`config.mk`:
```
export PLATFORM = sky130hd
export DESIGN_NAME = unvm_top
export DESIGN_NICKNAME = d
export VERILOG_FILES = /design/src/common/unvm_pkg.sv /design/src/common/unvm_mem_if.sv /design/src/verilog/unvm_eeprom.sv /design/src/verilog/unvm_top.sv
export VERILOG_INCLUDE_DIRS = /design/src /design/src/common
export SDC_FILE = /design/constraint.sdc
export NUM_CORES = 1
export LEC_CHECK = 0
export BUFFER_PORTS_ARGS = -buffer_cell sky130_fd_sc_hd__buf_2
export CAP_MARGIN = 20
export CORE_MARGIN = 8
export CORE_UTILIZATION = 40
export CTS_CLUSTER_DIAMETER = 40
export DETAILED_ROUTE_END_ITERATION = 10
export HOLD_SLACK_MARGIN = 0.05
export REMOVE_ABC_BUFFERS = 1
export SYNTH_ARGS = -nofsm -noshare
export SYNTH_HDL_FRONTEND = slang
export SYNTH_HIERARCHICAL = 1
export SYNTH_SLANG_ARGS = --single-unit
export TNS_END_PERCENT = 20
```
`constraint.sdc`:
```
create_clock -name clk -period 5.5 [get_ports clk]
set_input_delay 1.1 -clock clk [delete_from_list [all_inputs] [get_ports clk]]
set_output_delay 1.1 -clock clk [all_outputs]
set_load 0.05 [all_outputs]
```
`src/common/unvm_cfg.svh`:
```
// Constants of the user nonvolatile bulk access block: command codes, key bytes and timing.
// Assumes a 50 MHz system clock; included by bare name.
`ifndef UNVM_CFG_SVH
`define UNVM_CFG_SVH

`define UNVM_CMD_STORE 8'h15
`define UNVM_CMD_RESTORE 8'h16
`define UNVM_CMD_ACCESS_KEY 8'hBD
`define UNVM_CMD_BULK_CLEAR 8'hBE
`define UNVM_CMD_WORD_PORT 8'hBF

`define UNVM_KEY_FIRST 8'h2B
`define UNVM_KEY_PEC_OPT 8'hD4
`define UNVM_KEY_PEC_REQ 8'hD5
`define UNVM_CLEAR_CODE 8'h2B

`define UNVM_BYTE_RESET 8'h00
`define UNVM_WORD_RESET 16'h0000
`define UNVM_ERASED_WORD 16'hFFFF
// Arbitrary packing identifier value.
`define UNVM_PACK_ID 16'h0001

`define UNVM_CLK_MHZ 50
`define UNVM_PROG_TIME_NS 510000
`define UNVM_ERASE_TIME_US 400000
`define UNVM_PROG_CYC ((`UNVM_PROG_TIME_NS * `UNVM_CLK_MHZ + 999) / 1000)
`define UNVM_ERASE_CYC (`UNVM_ERASE_TIME_US * `UNVM_CLK_MHZ)

`endif

```
`src/common/unvm_pkg.sv`:
```
// Types of the user nonvolatile bulk access block.
// Assumes nothing beyond a SystemVerilog compiler.
package unvm_pkg;

    typedef enum logic [3:0] {
        UNVM_IDLE,
        UNVM_RD_WAIT,
        UNVM_PROG,
        UNVM_ERASE,
        UNVM_STORE_RD,
        UNVM_STORE_WR,
        UNVM_STORE_PROG,
        UNVM_REST_RD,
        UNVM_REST_WR,
        UNVM_REST_NX
    } unvm_state_t;

    typedef enum logic [1:0] {
        UNVM_LOCKED,
        UNVM_HALF,
        UNVM_OPEN
    } unvm_key_t;

    typedef enum logic [1:0] {
        UNVM_DIR_NONE,
        UNVM_DIR_RD,
        UNVM_DIR_WR
    } unvm_dir_t;

endpackage

```
`src/common/unvm_mem_if.sv`:
```
// Port between the access controller and the user word store.
// Assumes both ends run on the same clock.
`timescale 1ns/10ps
interface unvm_mem_if #(
    parameter int AW = 6
);
    logic [AW-1:0] addr;
    logic [15:0] wdata;
    logic we;
    logic [15:0] rdata;

    modport ctl (output addr, output wdata, output we, input rdata);
    modport mem (input addr, input wdata, input we, output rdata);
endinterface

```
`src/verilog/unvm_eeprom.sv`:
```
// User word store with registered read data.
// Assumes one access per clock from the controller.
`timescale 1ns/10ps
module unvm_eeprom
    import unvm_pkg::*;
#(
    parameter int AW = 6
) (
    input wire logic clk,
    unvm_mem_if.mem port
);
    logic [15:0] cells [0:(1<<AW)-1];
    logic [15:0] rdata;

    always_ff @(posedge clk) begin
        if (port.we) begin
            cells[port.addr] <= port.wdata;
        end
        rdata <= cells[port.addr];
    end

    assign port.rdata = rdata;
endmodule

```
`src/verilog/unvm_top.sv`:
```
// User nonvolatile bulk access controller: save, reload and word-wise cloning of the user store.
// Assumes a bus front end on clk that delivers decoded commands and a config RAM with one-cycle reads.
//
// How it works
// RULE1: Store command copies config into store.
// RULE2: Reload command copies store into config.
// RULE3: Reload also after reset and pin toggle.
// RULE4: Busy reported during save or reload.
// RULE5: Monitoring suspended while reloading.
// RULE6: Key command opens bulk access.
// RULE7: Valid clear code erases and arms writing.
// RULE8: Word port moves one word per access.
// RULE9: Word transfers never touch config RAM.
// RULE10: Host uses only byte and word transfers.
// RULE11: Unlock zeroes pointer; each word advances it.
// RULE12: Unlock key selects optional or required PEC.
// RULE13: Busy reported during bulk store access.
// RULE14: Busy clears ready flag, refuses commands.
// RULE15: Key 2B then D4 or D5, else lock.
// RULE16: Clear code 2B erases, else lock; reads last.
// RULE17: First reads give id, then size, then data.
// RULE18: Locked state never lets word port or clear alter or expose store.
`timescale 1ns/10ps
`include "unvm_cfg.svh"
module unvm_top
    import unvm_pkg::*;
#(
    parameter int USER_WORDS = 64,
    parameter int PROG_CYCLES = `UNVM_PROG_CYC,
    parameter int ERASE_CYCLES = `UNVM_ERASE_CYC
) (
    input wire logic clk,
    input wire logic rst_n,
    input wire logic pin_reset_n,
    input wire logic txn_valid,
    input wire logic txn_write,
    input wire logic [7:0] txn_code,
    input wire logic [15:0] txn_wdata,
    input wire logic txn_pec_ok,
    output logic txn_done,
    output logic txn_nack,
    output logic [15:0] txn_rdata,
    output logic not_busy,
    output logic monitor_suspend,
    output logic [$clog2(USER_WORDS)-1:0] cfg_addr,
    output logic [15:0] cfg_wdata,
    output logic cfg_we,
    input wire logic [15:0] cfg_rdata
);
    localparam int AW = $clog2(USER_WORDS);
    localparam int PW = AW + 2;
    localparam int TW = 25;

    unvm_mem_if #(.AW(AW)) mem_port ();

    unvm_eeprom #(.AW(AW)) u_store (
        .clk(clk),
        .port(mem_port.mem)
    );

    unvm_state_t state, next_state;
    unvm_key_t key_st, next_key_st;
    unvm_dir_t dir, next_dir;
    logic [TW-1:0] timer, next_timer;
    logic [PW-1:0] idx, next_idx;
    logic pec_req, next_pec_req;
    logic erased, next_erased;
    logic [7:0] key_last, next_key_last;
    logic [7:0] clr_last, next_clr_last;
    logic done, next_done;
    logic nack, next_nack;
    logic [15:0] rdata, next_rdata;
    logic boot, next_boot;
    logic pin_req, next_pin_req;
    logic [15:0] wdata_r, next_wdata_r;
    logic we_r, next_we_r;
    logic pin_s1, pin_s2, pin_s3;
    logic [AW-1:0] m_addr;
    logic [15:0] m_wd;
    logic m_we;
    logic pin_rise;
    logic pec_bad;

    assign pin_rise = pin_s2 && !pin_s3;
    assign pec_bad = pec_req && !txn_pec_ok && (txn_code >= `UNVM_CMD_ACCESS_KEY);

    always_comb begin
        next_state = state;
        next_key_st = key_st;
        next_dir = dir;
        next_timer = timer;
        next_idx = idx;
        next_pec_req = pec_req;
        next_erased = erased;
        next_key_last = key_last;
        next_clr_last = clr_last;
        next_done = 1'b0;
        next_nack = 1'b0;
        next_rdata = rdata;
        next_boot = boot;
        next_pin_req = pin_req || pin_rise;
        next_wdata_r = wdata_r;
        next_we_r = 1'b0;
        m_addr = idx[AW-1:0];
        m_wd = `UNVM_ERASED_WORD;
        m_we = 1'b0;
        case (state)
            UNVM_IDLE: begin
                if (boot || pin_req) begin
                    next_boot = 1'b0; // RULE3
                    next_pin_req = pin_rise;
                    next_idx = '0;
                    next_state = UNVM_REST_RD; // RULE3
                    if (txn_valid) begin
                        next_done = 1'b1;
                        next_nack = 1'b1; // RULE14
                    end
                end else if (txn_valid) begin
                    next_done = 1'b1;
                    next_rdata = `UNVM_WORD_RESET;
                    if (pec_bad) begin
                        next_nack = 1'b1; // RULE12
                    end else if (txn_code == `UNVM_CMD_STORE && txn_write) begin
                        next_idx = '0;
                        next_state = UNVM_STORE_RD; // RULE1
                    end else if (txn_code == `UNVM_CMD_RESTORE && txn_write) begin
                        next_idx = '0;
                        next_state = UNVM_REST_RD; // RULE2
                    end else if (txn_code == `UNVM_CMD_ACCESS_KEY && txn_write) begin
                        next_key_last = txn_wdata[7:0];
                        next_dir = UNVM_DIR_NONE;
                        next_erased = 1'b0;
                        if (txn_wdata[7:0] == `UNVM_KEY_FIRST) begin
                            next_key_st = UNVM_HALF; // RULE15
                        end else if (key_st == UNVM_HALF && (txn_wdata[7:0] == `UNVM_KEY_PEC_OPT
                                || txn_wdata[7:0] == `UNVM_KEY_PEC_REQ)) begin
                            next_key_st = UNVM_OPEN; // RULE6
                            next_pec_req = (txn_wdata[7:0] == `UNVM_KEY_PEC_REQ); // RULE12
                            next_idx = '0; // RULE11
                        end else begin
                            next_key_st = UNVM_LOCKED; // RULE15
                        end
                    end else if (txn_code == `UNVM_CMD_ACCESS_KEY) begin
                        next_rdata = {8'h00, (key_st == UNVM_LOCKED) ? `UNVM_BYTE_RESET : key_last};
                    end else if (txn_code == `UNVM_CMD_BULK_CLEAR && txn_write) begin
                        next_clr_last = txn_wdata[7:0]; // RULE16
                        if (key_st == UNVM_OPEN && txn_wdata[7:0] == `UNVM_CLEAR_CODE) begin
                            next_erased = 1'b1; // RULE7
                            next_idx = '0;
                            next_timer = TW'(ERASE_CYCLES - 1);
                            next_state = UNVM_ERASE; // RULE16
                        end else begin
                            next_key_st = UNVM_LOCKED; // RULE18
                            next_erased = 1'b0;
                        end
                    end else if (txn_code == `UNVM_CMD_BULK_CLEAR) begin
                        next_rdata = {8'h00, clr_last}; // RULE16
                    end else if (txn_code == `UNVM_CMD_WORD_PORT && !txn_write) begin
                        if (key_st == UNVM_OPEN && dir != UNVM_DIR_WR && idx <= PW'(USER_WORDS + 1)) begin
                            next_dir = UNVM_DIR_RD;
                            next_idx = idx + 1'b1; // RULE11
                            if (idx == '0) begin
                                next_rdata = `UNVM_PACK_ID; // RULE17
                            end else if (idx == PW'(1)) begin
                                next_rdata = 16'(USER_WORDS); // RULE17
                            end else begin
                                m_addr = AW'(idx - PW'(2)); // RULE8
                                next_done = 1'b0;
                                next_rdata = rdata;
                                next_state = UNVM_RD_WAIT; // RULE17
                            end
                        end else begin
                            next_key_st = UNVM_LOCKED; // RULE18
                            next_erased = 1'b0;
                        end
                    end else if (txn_code == `UNVM_CMD_WORD_PORT) begin
                        if (key_st == UNVM_OPEN && erased && dir != UNVM_DIR_RD && idx < PW'(USER_WORDS)) begin
                            next_dir = UNVM_DIR_WR;
                            m_addr = idx[AW-1:0];
                            m_wd = txn_wdata;
                            m_we = 1'b1; // RULE9
                            next_idx = idx + 1'b1; // RULE11
                            next_timer = TW'(PROG_CYCLES - 1);
                            next_state = UNVM_PROG; // RULE13
                        end else begin
                            next_key_st = UNVM_LOCKED; // RULE18
                            next_erased = 1'b0;
                        end
                    end else begin
                        next_nack = 1'b1;
                    end
                end
            end
            UNVM_RD_WAIT: begin
                next_rdata = mem_port.rdata; // RULE8
                next_done = 1'b1;
                next_state = UNVM_IDLE;
            end
            UNVM_PROG: begin
                next_timer = timer - 1'b1;
                if (timer == '0) begin
                    next_state = UNVM_IDLE;
                end
            end
            UNVM_ERASE: begin
                next_timer = timer - 1'b1;
                if (idx < PW'(USER_WORDS)) begin
                    m_we = 1'b1;
                    next_idx = idx + 1'b1;
                end
                if (timer == '0) begin
                    next_idx = '0;
                    next_state = UNVM_IDLE;
                end
            end
            UNVM_STORE_RD: begin
                next_state = UNVM_STORE_WR;
            end
            UNVM_STORE_WR: begin
                m_wd = cfg_rdata;
                m_we = 1'b1; // RULE1
                next_timer = TW'(PROG_CYCLES - 1);
                next_state = UNVM_STORE_PROG;
            end
            UNVM_STORE_PROG: begin
                next_timer = timer - 1'b1;
                if (timer == '0) begin
                    next_idx = idx + 1'b1;
                    next_state = (idx == PW'(USER_WORDS - 1)) ? UNVM_IDLE : UNVM_STORE_RD;
                end
            end
            UNVM_REST_RD: begin
                next_state = UNVM_REST_WR;
            end
            UNVM_REST_WR: begin
                next_wdata_r = mem_port.rdata;
                next_we_r = 1'b1; // RULE2
                next_state = UNVM_REST_NX;
            end
            UNVM_REST_NX: begin
                next_idx = idx + 1'b1;
                next_state = (idx == PW'(USER_WORDS - 1)) ? UNVM_IDLE : UNVM_REST_RD;
            end
            default: begin
                next_state = UNVM_IDLE;
            end
        endcase
        if (state != UNVM_IDLE && txn_valid) begin
            next_done = 1'b1;
            next_nack = 1'b1; // RULE14
        end
    end

    always_ff @(posedge clk) begin
        pin_s1 <= pin_reset_n;
        pin_s2 <= pin_s1 || !rst_n;
        pin_s3 <= pin_s2 || !rst_n;
        if (!rst_n) begin
            state <= UNVM_IDLE;
            key_st <= UNVM_LOCKED;
            dir <= UNVM_DIR_NONE;
            timer <= '0;
            idx <= '0;
            pec_req <= 1'b0;
            erased <= 1'b0;
            key_last <= `UNVM_BYTE_RESET;
            clr_last <= `UNVM_BYTE_RESET;
            done <= 1'b0;
            nack <= 1'b0;
            rdata <= `UNVM_WORD_RESET;
            boot <= 1'b1;
            pin_req <= 1'b0;
            wdata_r <= `UNVM_WORD_RESET;
            we_r <= 1'b0;
        end else begin
            state <= next_state;
            key_st <= next_key_st;
            dir <= next_dir;
            timer <= next_timer;
            idx <= next_idx;
            pec_req <= next_pec_req;
            erased <= next_erased;
            key_last <= next_key_last;
            clr_last <= next_clr_last;
            done <= next_done;
            nack <= next_nack;
            rdata <= next_rdata;
            boot <= next_boot;
            pin_req <= next_pin_req;
            wdata_r <= next_wdata_r;
            we_r <= next_we_r;
        end
    end

    assign mem_port.addr = m_addr;
    assign mem_port.wdata = m_wd;
    assign mem_port.we = m_we;
    assign txn_done = done;
    assign txn_nack = nack;
    assign txn_rdata = rdata;
    assign not_busy = (state == UNVM_IDLE) && !boot && !pin_req; // RULE4 RULE13
    assign monitor_suspend = (state == UNVM_REST_RD) || (state == UNVM_REST_WR)
        || (state == UNVM_REST_NX) || boot; // RULE5
    assign cfg_addr = idx[AW-1:0];
    assign cfg_wdata = wdata_r;
    assign cfg_we = we_r;
endmodule

```
Word level (Yosys, flattened, before mapping)
Memory sizes are Yosys's and may differ from the RTL's. A register that Yosys moved wholly into a read port is not among the register bits.
Cells that the tools add are included.
- bits in registers: 99
- input bits: 46
- word-level logic and storage cells: 328
- RAM bits: 1024
- output and inout port bits: 43
- memories: 1
- bitwise logic cells: 7
- magnitude comparators: 3
- mux-type cells: 173
- reductions and logical operators: 56
- eq/ne operators: 66
- $add $sub $neg: 3
- memories (memory ; words ; width ; rd ports ; clocked after Yosys merged registers in ; wr ports ; line ; text):
    u_store.cells ; 64 ; 16 ; 1 ; 1 ; 1 ; unvm_eeprom.sv:12 ; logic [15:0] cells [0:(1<<AW)-1];
- operator list (kind ; count):
    $mux 16 ; 25
    $mux 25 ; 13
    $mux 8 ; 20
    $mux 6 ; 14
    $pmux 25 s3 ; 1
    $mux 4 ; 18
    $pmux 16 s2 ; 2
    $mux 1 ; 55
    $ne 7x7->1 const B ; 7
    $eq 8x8->1 const B ; 5
    $reduce_and 13->1 ; 3
    $mux 2 ; 19
    $pmux 4 s8 ; 1
    $pmux 8 s4 ; 1
    $ne 6x6->1 const B ; 5
    $ne 3x3->1 const B ; 9
    $logic_not 25->1 ; 1
    $sub 25x1->25 const B ; 1
    $ne 8x8->1 const B ; 3
    $reduce_and 12->1 ; 2
    $ne 2x2->1 const B ; 11
    $logic_and 1x1->1 ; 18
    $reduce_and 9->1 ; 2
    $eq 4x3->1 const B ; 4
    36 further kinds ; 68

Depth between registers and ports, before layout
Gate-level depths: netlist of the first run.
- word-level depth: 19
- mapped depth: 19
- depth with buffers taken out: 14

Modules after synthesis
The synthesis of the first run kept the hierarchy.
- modules (own cells, without submodules) (module ; sequential area each (um^2) ; area each (um^2) ; cells an instance ; times used):
    unvm_eeprom ; 31069.8 ; 39909.5 ; 2279 ; 1
    unvm_top ; 1981.9 ; 5785.5 ; 757 ; 1

Worst setup path after synthesis of the first run
Ideal clock, no wire load.
- path kind: input to register
- start point: in txn_code[3]
- end point: mem u_store.cells[0][6], data pin
- path slack: -0.189 ns
- arrival time: 4.988 ns
- setup time: 0.702 ns
- data required time: 4.798 ns
- stages: 7
- cell sequence: or4b_4 > nor3_4 > a21oi_1 > nand4_1 > clkbuf_1 > nor2_1 > o21ai_0
- cells in the longest elaborated chain, start to end: 13
- ends and longest elaborated chain (what ; line ; text):
    start: declaration ; unvm_top.sv:37 ; input wire logic [7:0] txn_code,
    $eq 8x8->1 (no source line) ; - ;
    $mux 16 / $logic_and 1x1->1 (equally long branches) ; unvm_top.sv:176, unvm_top.sv:158 ;
    $mux 16 ; unvm_top.sv:158 ; end else if (txn_code == `UNVM_CMD_WORD_PORT && !txn_write) begin
    $mux 16 ; unvm_top.sv:156 ; end else if (txn_code == `UNVM_CMD_BULK_CLEAR) begin
    $mux 16 ; unvm_top.sv:145 ; end else if (txn_code == `UNVM_CMD_BULK_CLEAR && txn_write) begin
    $mux 16 ; unvm_top.sv:143 ; end else if (txn_code == `UNVM_CMD_ACCESS_KEY) begin
    $mux 16 ; unvm_top.sv:129 ; end else if (txn_code == `UNVM_CMD_ACCESS_KEY && txn_write) begin
    $mux 16 ; unvm_top.sv:126 ; end else if (txn_code == `UNVM_CMD_RESTORE && txn_write) begin
    $mux 16 ; unvm_top.sv:123 ; end else if (txn_code == `UNVM_CMD_STORE && txn_write) begin
    $mux 16 * ; unvm_top.sv:121 ; if (pec_bad) begin
    $mux 16 * ; unvm_top.sv:118 ; end else if (txn_valid) begin
    $mux 16 * ; unvm_top.sv:109 ; if (boot || pin_req) begin
    $pmux 16 s2 * ; unvm_top.sv:107 ; case (state)
    net m_wd[6] ; unvm_top.sv:79 ; logic [15:0] m_wd;
    end: declaration ; unvm_eeprom.sv:12 ;
The timed path passes the listed nets; every way through them passes the cells marked *.

Worst setup path in the final report of the first run
- start point: reg idx[3]
- end point: reg u_store.rdata[3], in the netlist u_store/port.rdata[3], read port of u_store.cells
- cells in the longest elaborated chain, start to end: 15
- ends and longest elaborated chain (what ; line ; text):
    start: declaration ; unvm_top.sv:65 ; logic [PW-1:0] idx, next_idx;
    start signal: assignment ; unvm_top.sv:280 ; idx <= next_idx;
    parallel branches: the longest is 3 deep, another holds $le 8x7->1 ; - ;
    $mux 6 * ; unvm_top.sv:159 ; if (key_st == UNVM_OPEN && dir != UNVM_DIR_WR && idx <= PW'(USER_WORDS + 1)) begin
    $mux 6 * ; unvm_top.sv:158 ;
    $mux 6 * ; unvm_top.sv:156 ;
    $mux 6 * ; unvm_top.sv:145 ;
    $mux 6 * ; unvm_top.sv:143 ;
    $mux 6 * ; unvm_top.sv:129 ;
    $mux 6 * ; unvm_top.sv:126 ;
    $mux 6 * ; unvm_top.sv:123 ;
    $mux 6 * ; unvm_top.sv:121 ;
    $mux 6 * ; unvm_top.sv:118 ;
    $mux 6 * ; unvm_top.sv:109 ;
    $mux 6 * ; unvm_top.sv:107 ;
    net m_addr[1] ; unvm_top.sv:78 ; logic [AW-1:0] m_addr;
    end: declaration ; unvm_eeprom.sv:13 ; logic [15:0] rdata;
Mark *: on every way through the listed nets, which the timed path passes.
A chain may end at the register's enable or synchronous reset.

==> flow_summary.toml, run 1 <==
[setup_path]
cp_cell_sequence = "or3_4 > o32a_4 > or3_4 > nor3_4 > buf_4 > nand2_1 > xnor2_2 > buf_12 > nor2_4 > buf_4 > buf_4 > a221oi_1 > a21oi_1 > o21ai_0 > nand4_1 > or4_1"
cp_common_cell = "buf_4"
worstSetupEndpointType = "register"
path_class = "register to register"
cpMaxStageDelayCell = "or4_1"
slowest_delay_ns = 0.62
worstPathArrival_ns = 5.91
crit_path_start_kind = "register"
cp.required_ns = 6.07
worstPathMaxFanout = 27

[placed_design]
hpwl_um = 90400
gp_routability_congestion = 0.934
placed_area_sq_um = 49900
portBuffers = 88

[pwr]
ir_drop_mv = 0.363
p_leak_nw = 17.6
total_power_w = 0.0268
power.density_nw_per_um2 = 493

[timing]
setup_viol = 0
drv_slew = 0
worst_pin_slew_ns = 1.09
min_period_over_period_pct = 97.0
skew_ns = 0.0346
fmax_ghz = 0.188
finalHoldViolCount = 0
post-route-min-period_ns = 5.33
rsz0062_at_grt = "no"
slew_headroom_pct = 26.7
whs_ns = 0.411

[cells_and_area]
layout_common_cells = "edfxtp_1, buf_4, nor2_1"
final_area_sq_um = 54400
final_common_cell = "edfxtp_1"
nNetsFinal = 3404
area_growth_pct = 19.1
fill_cells = 9779
final_util_pct = 47.8
drive_gt1_share_pct = 22.9

[floorplanning]
fp.dieH_um = 354
rows = 124
core_area_sq_um = 114000
die_width_um = 354
initial_utilization_pct = 40.1
die-area_sq_um = 125000
io_pins = 89

[clock_tree]
cts_resized = 0
clk_path_buf_depth = 3
clkSlewWorstSetupHoldPaths_ns = 0.05
clock-sinks = 1139
cts_buffers = 141
cts_root_buffer = "clkbuf_16"
postCtsHoldBufs = 0
post_cts_buffers = 0
htreeDepth = 4
cts_tree = "built"
clkLatencyLatePin_ns = 0.74

[synthesis]
seq_area_frac_synth_pct = 72.3
ys_top_cells_by_area = "edfxtp_1, dfxtp_1, a221oi_1, a22oi_1, a21oi_1"
ys_types = 93
avgSynthCellArea_sq_um = 15.1
synthArstFlopShare_pct = 0
ys_ff_latch = 1139
synth_warnings = 6
synth_cells = 3036
yosysTopAreaCell = "edfxtp_1"
synth_ff_type = "edfxtp_1"
synth_top_area_share_pct = 67.3
synth_edf_count = 1024
synth_area_sq_um = 45700

[run_status]
outcome = "completed"

[grt]
met3_usage_pct = 5.81
antenna_found_initial = 9
grt_pass1_vias = 28911
track_usage_pct = 22.1
grt_pass1_wl_um = 206000
use_met2_pct = 35.0
grt_busiest_layer = "met2"
grt_start_max_net_pins = 65
grt.overflow.total = 0
grt_use_met1_pct = 29.3

[drt]
vias_per_cell = 6.02
ant_nets = 0
routed_wirelength_um = 143000
wl_per_cell_um = 28.8
drc = 0
dr.first_iter.drc_count = 3473
vias = 29973
dr.pass1.iters = 6

[hold_path]
holdCritPathClass = "register to register"

[run]
cap_violations = 0
==> cells in the mapped netlist, types with 43 or more instances <==
master,count
edfxtp_1,1024
nor2_1,219
a21oi_1,174
a221oi_1,166
nand2_1,151
a22oi_1,136
o21ai_0,116
dfxtp_1,115
buf_2,90
mux2i_1,81
clkbuf_1,74
mux2_2,68
o22ai_1,44
nand3_1,43
==> kinds of logic after synthesis <==
family | synth area share, %
adder cells (fa/ha/maj) | 0.192
AO/OA/AOI/OAI | 13.0
XOR/XNOR | 0.0575
flip-flops | 72.3
buffers and inverters | 2.80
AND/OR/NAND/NOR | 6.43
multiplexers | 5.18
==> registers in the layout, indices dropped and copies added (netlist names), 2 cells and up <==
name / cells
cfg_wdata: 16
dir: 2
clr_last: 8
state: 4
key_st: 2
txn_rdata: 16
timer: 25
u_store/port.rdata: 16
key_last: 8
u_store/cells: 1024
idx: 8
==> per-layer routing <==
metal | share of wire, % | vias to the layer above | wire length [um]
met1 | 39 | 15103 | 56300
met5 | 0.030 | - | 43
met3 | 11 | 324 | 15200
li1 | - | 12856 | -
met4 | 4.0 | 6 | 5660
met2 | 46 | 1684 | 66100
==> per-stage QoR <==
step / setup slack (ns) / TNS [ns] / std cells
after floorplan: -25.55 / - / 2808
after global placement: -0.383 / -0.743 / 4718
after detailed placement: -0.360 / -0.563 / 4719
after CTS: 0.233 / 0 / 4974
after global routing: 0.0535 / 0 / 4975
final: 0.168 / 0 / 4978
==> worst max-delay path: cells and delay by family (launching register included) <==
family / cells / cell delay, ns
DFF: 1 / 0.43
AOI/OAI and AO/OA: 4 / 1.27
and+or+nand+nor: 7 / 2.41
xor gates and xnor gates: 1 / 0.19
buffers and inverters: 4 / 0.84
==> report_power, final <==
group | switching (W) | leakage, nW | internal (W)
registers | 0.000254 | 10.0 | 0.0113
clock network | 0.00366 | 2.22 | 0.00529
logic | 0.00477 | 5.35 | 0.00154
total | 0.00868 | 17.6 | 0.0181
==> final cells by class <==
class                      count  area, sq um  share of cell area [%]
timing repair buffer         400         3270                    6.00
sequential                  1139        33100                    60.8
clock inverter                79          683                    1.26
multi-input combinational   1648        11600                    21.3
tap                         1512         1890                    3.48
inverter                      21         78.8                   0.145
clock buffer                 176         3840                    7.06
antenna                        3         7.51                  0.0138
==> final timing paths <==
kind | startpoint | to | slack (ns) | cells after the start
hold reg to reg | pin_s1$_DFF_P_ | pin_s2$_DFF_P_ | 0.41 | 1
hold / removal | pin_s1$_DFF_P_ | pin_s2$_DFF_P_ | 0.41 | 1
setup / recovery | idx[3]$_SDFFE_PN0P_ | u_store/port.rdata[3]$_DFF_P_ | 0.17 | 16
setup reg to reg | idx[3]$_SDFFE_PN0P_ | u_store/port.rdata[3]$_DFF_P_ | 0.17 | 16
Power figures use the tool's default switching activity.
==> inputs of run 2 (changes only) <==
==> constraint.sdc (replaced) <==
create_clock -name clk -period 4.6 [get_ports clk]
set_input_delay 0.92 -clock clk [delete_from_list [all_inputs] [get_ports clk]]
set_output_delay 0.92 -clock clk [all_outputs]
set_load 0.05 [all_outputs]
==> run 2 against run 1 <==
The run now ends with negative setup slack left. Sequential share of layout area down 2.7 points. Die area unchanged. Global-route usage up 0.25 points. Sequential power up 19%. Setup slack worse by 0.20 ns. Core utilization up 2.2 points. Clock-buffer cell count up 2.
==> flow_summary.toml, run 2 (synthesized netlist as in run 1, its figures left out) <==
[drt]
vias = 30574
vias_per_cell = 5.94
drc = 0
dr.pass1.iters = 5
dr.first_iter.drc_count = 3799
wl_per_cell_um = 28.1
ant_nets = 0
routed_wirelength_um = 145000

[clock_tree]
clkSlewWorstSetupHoldPaths_ns = 0.05
clkLatencyLatePin_ns = 0.75
cts_root_buffer = "clkbuf_16"
clk_path_buf_depth = 3
htreeDepth = 4
cts_tree = "built"
cts_buffers = 151
clock-sinks = 1139

[cells_and_area]
register_area_sq_um = 33100
largest_registers = "u_store/cells (1024), timer (25)"
final_common_cell = "edfxtp_1"
regMostFlops = "u_store/cells"
largest_reg_flops = 1024
nNetsFinal = 3556
layout_common_cells = "edfxtp_1, buf_4, nor2_1"
fill_cells = 9589
final_cells = 5144
drive_gt1_share_pct = 26.9
final_util_pct = 50.0
multiInputGateArea_sq_um = 11600
area_growth_pct = 24.6

[grt]
grt_start_max_net_pins = 65
track_usage_pct = 22.4
grt_pass1_vias = 29567
antenna_found_initial = 6
grt.overflow.total = 0
grt_pass1_wl_um = 209000

[setup_path]
crit_path_start_kind = "register"
path_class = "register to register"
worstPathArrival_ns = 5.24
worstPathMaxFanout = 16
worstSetupEndpointType = "register"
cp.required_ns = 5.21

[floorplanning]
die_width_um = 354
rows = 124
core_area_sq_um = 114000
fp.dieH_um = 354
initial_utilization_pct = 40.1
die-area_sq_um = 125000
io_pins = 89

[pwr]
p_leak_nw = 18.8
p_clk_share_pct = 35.6
combPwrFrac_pct = 23.6
seqPwrFrac_pct = 40.8
power.density_nw_per_um2 = 590
p_sw_w = 0.0106
switching_share_pct = 31.4
ir_drop_mv = 0.581
p_int_w = 0.0230

[timing]
fmax_ghz = 0.216
min_period_over_period_pct = 101
finalHoldViolCount = 0
finalWorstSetupSlack_ns = -0.0357
worst_pin_slew_ns = 1.15
drv_slew = 0
rsz0062_at_grt = "yes"
post-route-min-period_ns = 4.64
setup_viol = 1
slew_headroom_pct = 23.6
skew_ns = 0.0392

[placed_design]
hpwl_um = 92700
dp.cells = 4852
gp_routability_congestion = 0.899
dp_slack_ns = -0.782
portBuffers = 88

[run_status]
violations = "negative setup slack"
outcome = "finished, violations left"

[run]
cap_violations = 0

[hold_path]
holdCritPathClass = "primary input to register"
==> run 2: what timing repair did <==
action                     4_1_cts  5_1_grt
setup endpoints to repair        9       12
hold buffers                     0        0
cloned                           0        1
buffers inserted                 0        9
pin swaps                        2        5
gates resized for setup          4       20
==> run 2: per-stage QoR <==
| stage | total power, W | hold WS (ns) | setup TNS [ns] | cell area (sq um) |
|---|---|---|---|---|
| after floorplan | 0.0179 | 0.386 | - | 44500 |
| after global placement | 0.0217 | 0.410 | -105.32 | 51600 |
| after detailed placement | 0.0218 | 0.416 | -119.85 | 51600 |
| after CTS | 0.0337 | 0.270 | -0.307 | 56800 |
| after global routing | 0.0346 | 0.282 | -0.261 | 56900 |
| final | 0.0336 | 0.310 | -0.0357 | 56900 |
==> run 2: power by group through the flow <==
stage | registers, W | clock network, W | logic [W]
global route | 0.0137 | 0.0125 | 0.00835
floorplan | 0.0143 | 0 | 0.00361
CTS | 0.0137 | 0.0121 | 0.00787
finish | 0.0137 | 0.0120 | 0.00792
global placement | 0.0139 | 0 | 0.00776
detailed placement | 0.0139 | 0 | 0.00786
==> run 2: path summary, 6_finish.rpt <==
kind | start | depth (start not counted) | endpoint | slack, ns
worst max-delay path | idx[3]$_SDFFE_PN0P_ | 15 | u_store/port.rdata[4]$_DFF_P_ | -0.04
worst min-delay path | pin_reset_n | 1 | pin_s1$_DFF_P_ | 0.31
worst max register to register | idx[3]$_SDFFE_PN0P_ | 15 | u_store/port.rdata[4]$_DFF_P_ | -0.04
worst min register to register | pin_s2$_DFF_P_ | 1 | pin_s3$_DFF_P_ | 0.42
==> run 2: worst max-delay path, cell delays in order, from the launching register on <==
cell	delay, ns
dfxtp_1	0.31
or3_4	0.40
o32a_4	0.38
or3_4	0.35
nor3_4	0.21
nand2_2	0.14
xnor2_4	0.28
buf_12	0.19
buf_4	0.30
buf_4	0.28
nor3_1	0.11
a22oi_1	0.24
o211ai_1	0.15
nand2_1	0.17
o211ai_1	0.33
or4_1	0.63
==> run 2: routing by layer <==
metal	GRT usage, %	part of all wire [%]
met1	30.1	40
met2	35.8	47
met3	4.64	9.1
met4	8.38	3.7
met5	0	0.016
==> run 2: cell type report <==
| class | count | share of cell area (%) |
|---|---|---|
| diodes | 3 | 0.0132 |
| well taps | 1512 | 3.32 |
| multi-input cells | 1649 | 20.5 |
| clock buffers | 178 | 7.04 |
| repair buffers | 541 | 8.87 |
| clock inverters | 101 | 2.07 |
| flip-flops and latches | 1139 | 58.1 |
| inverters | 21 | 0.138 |
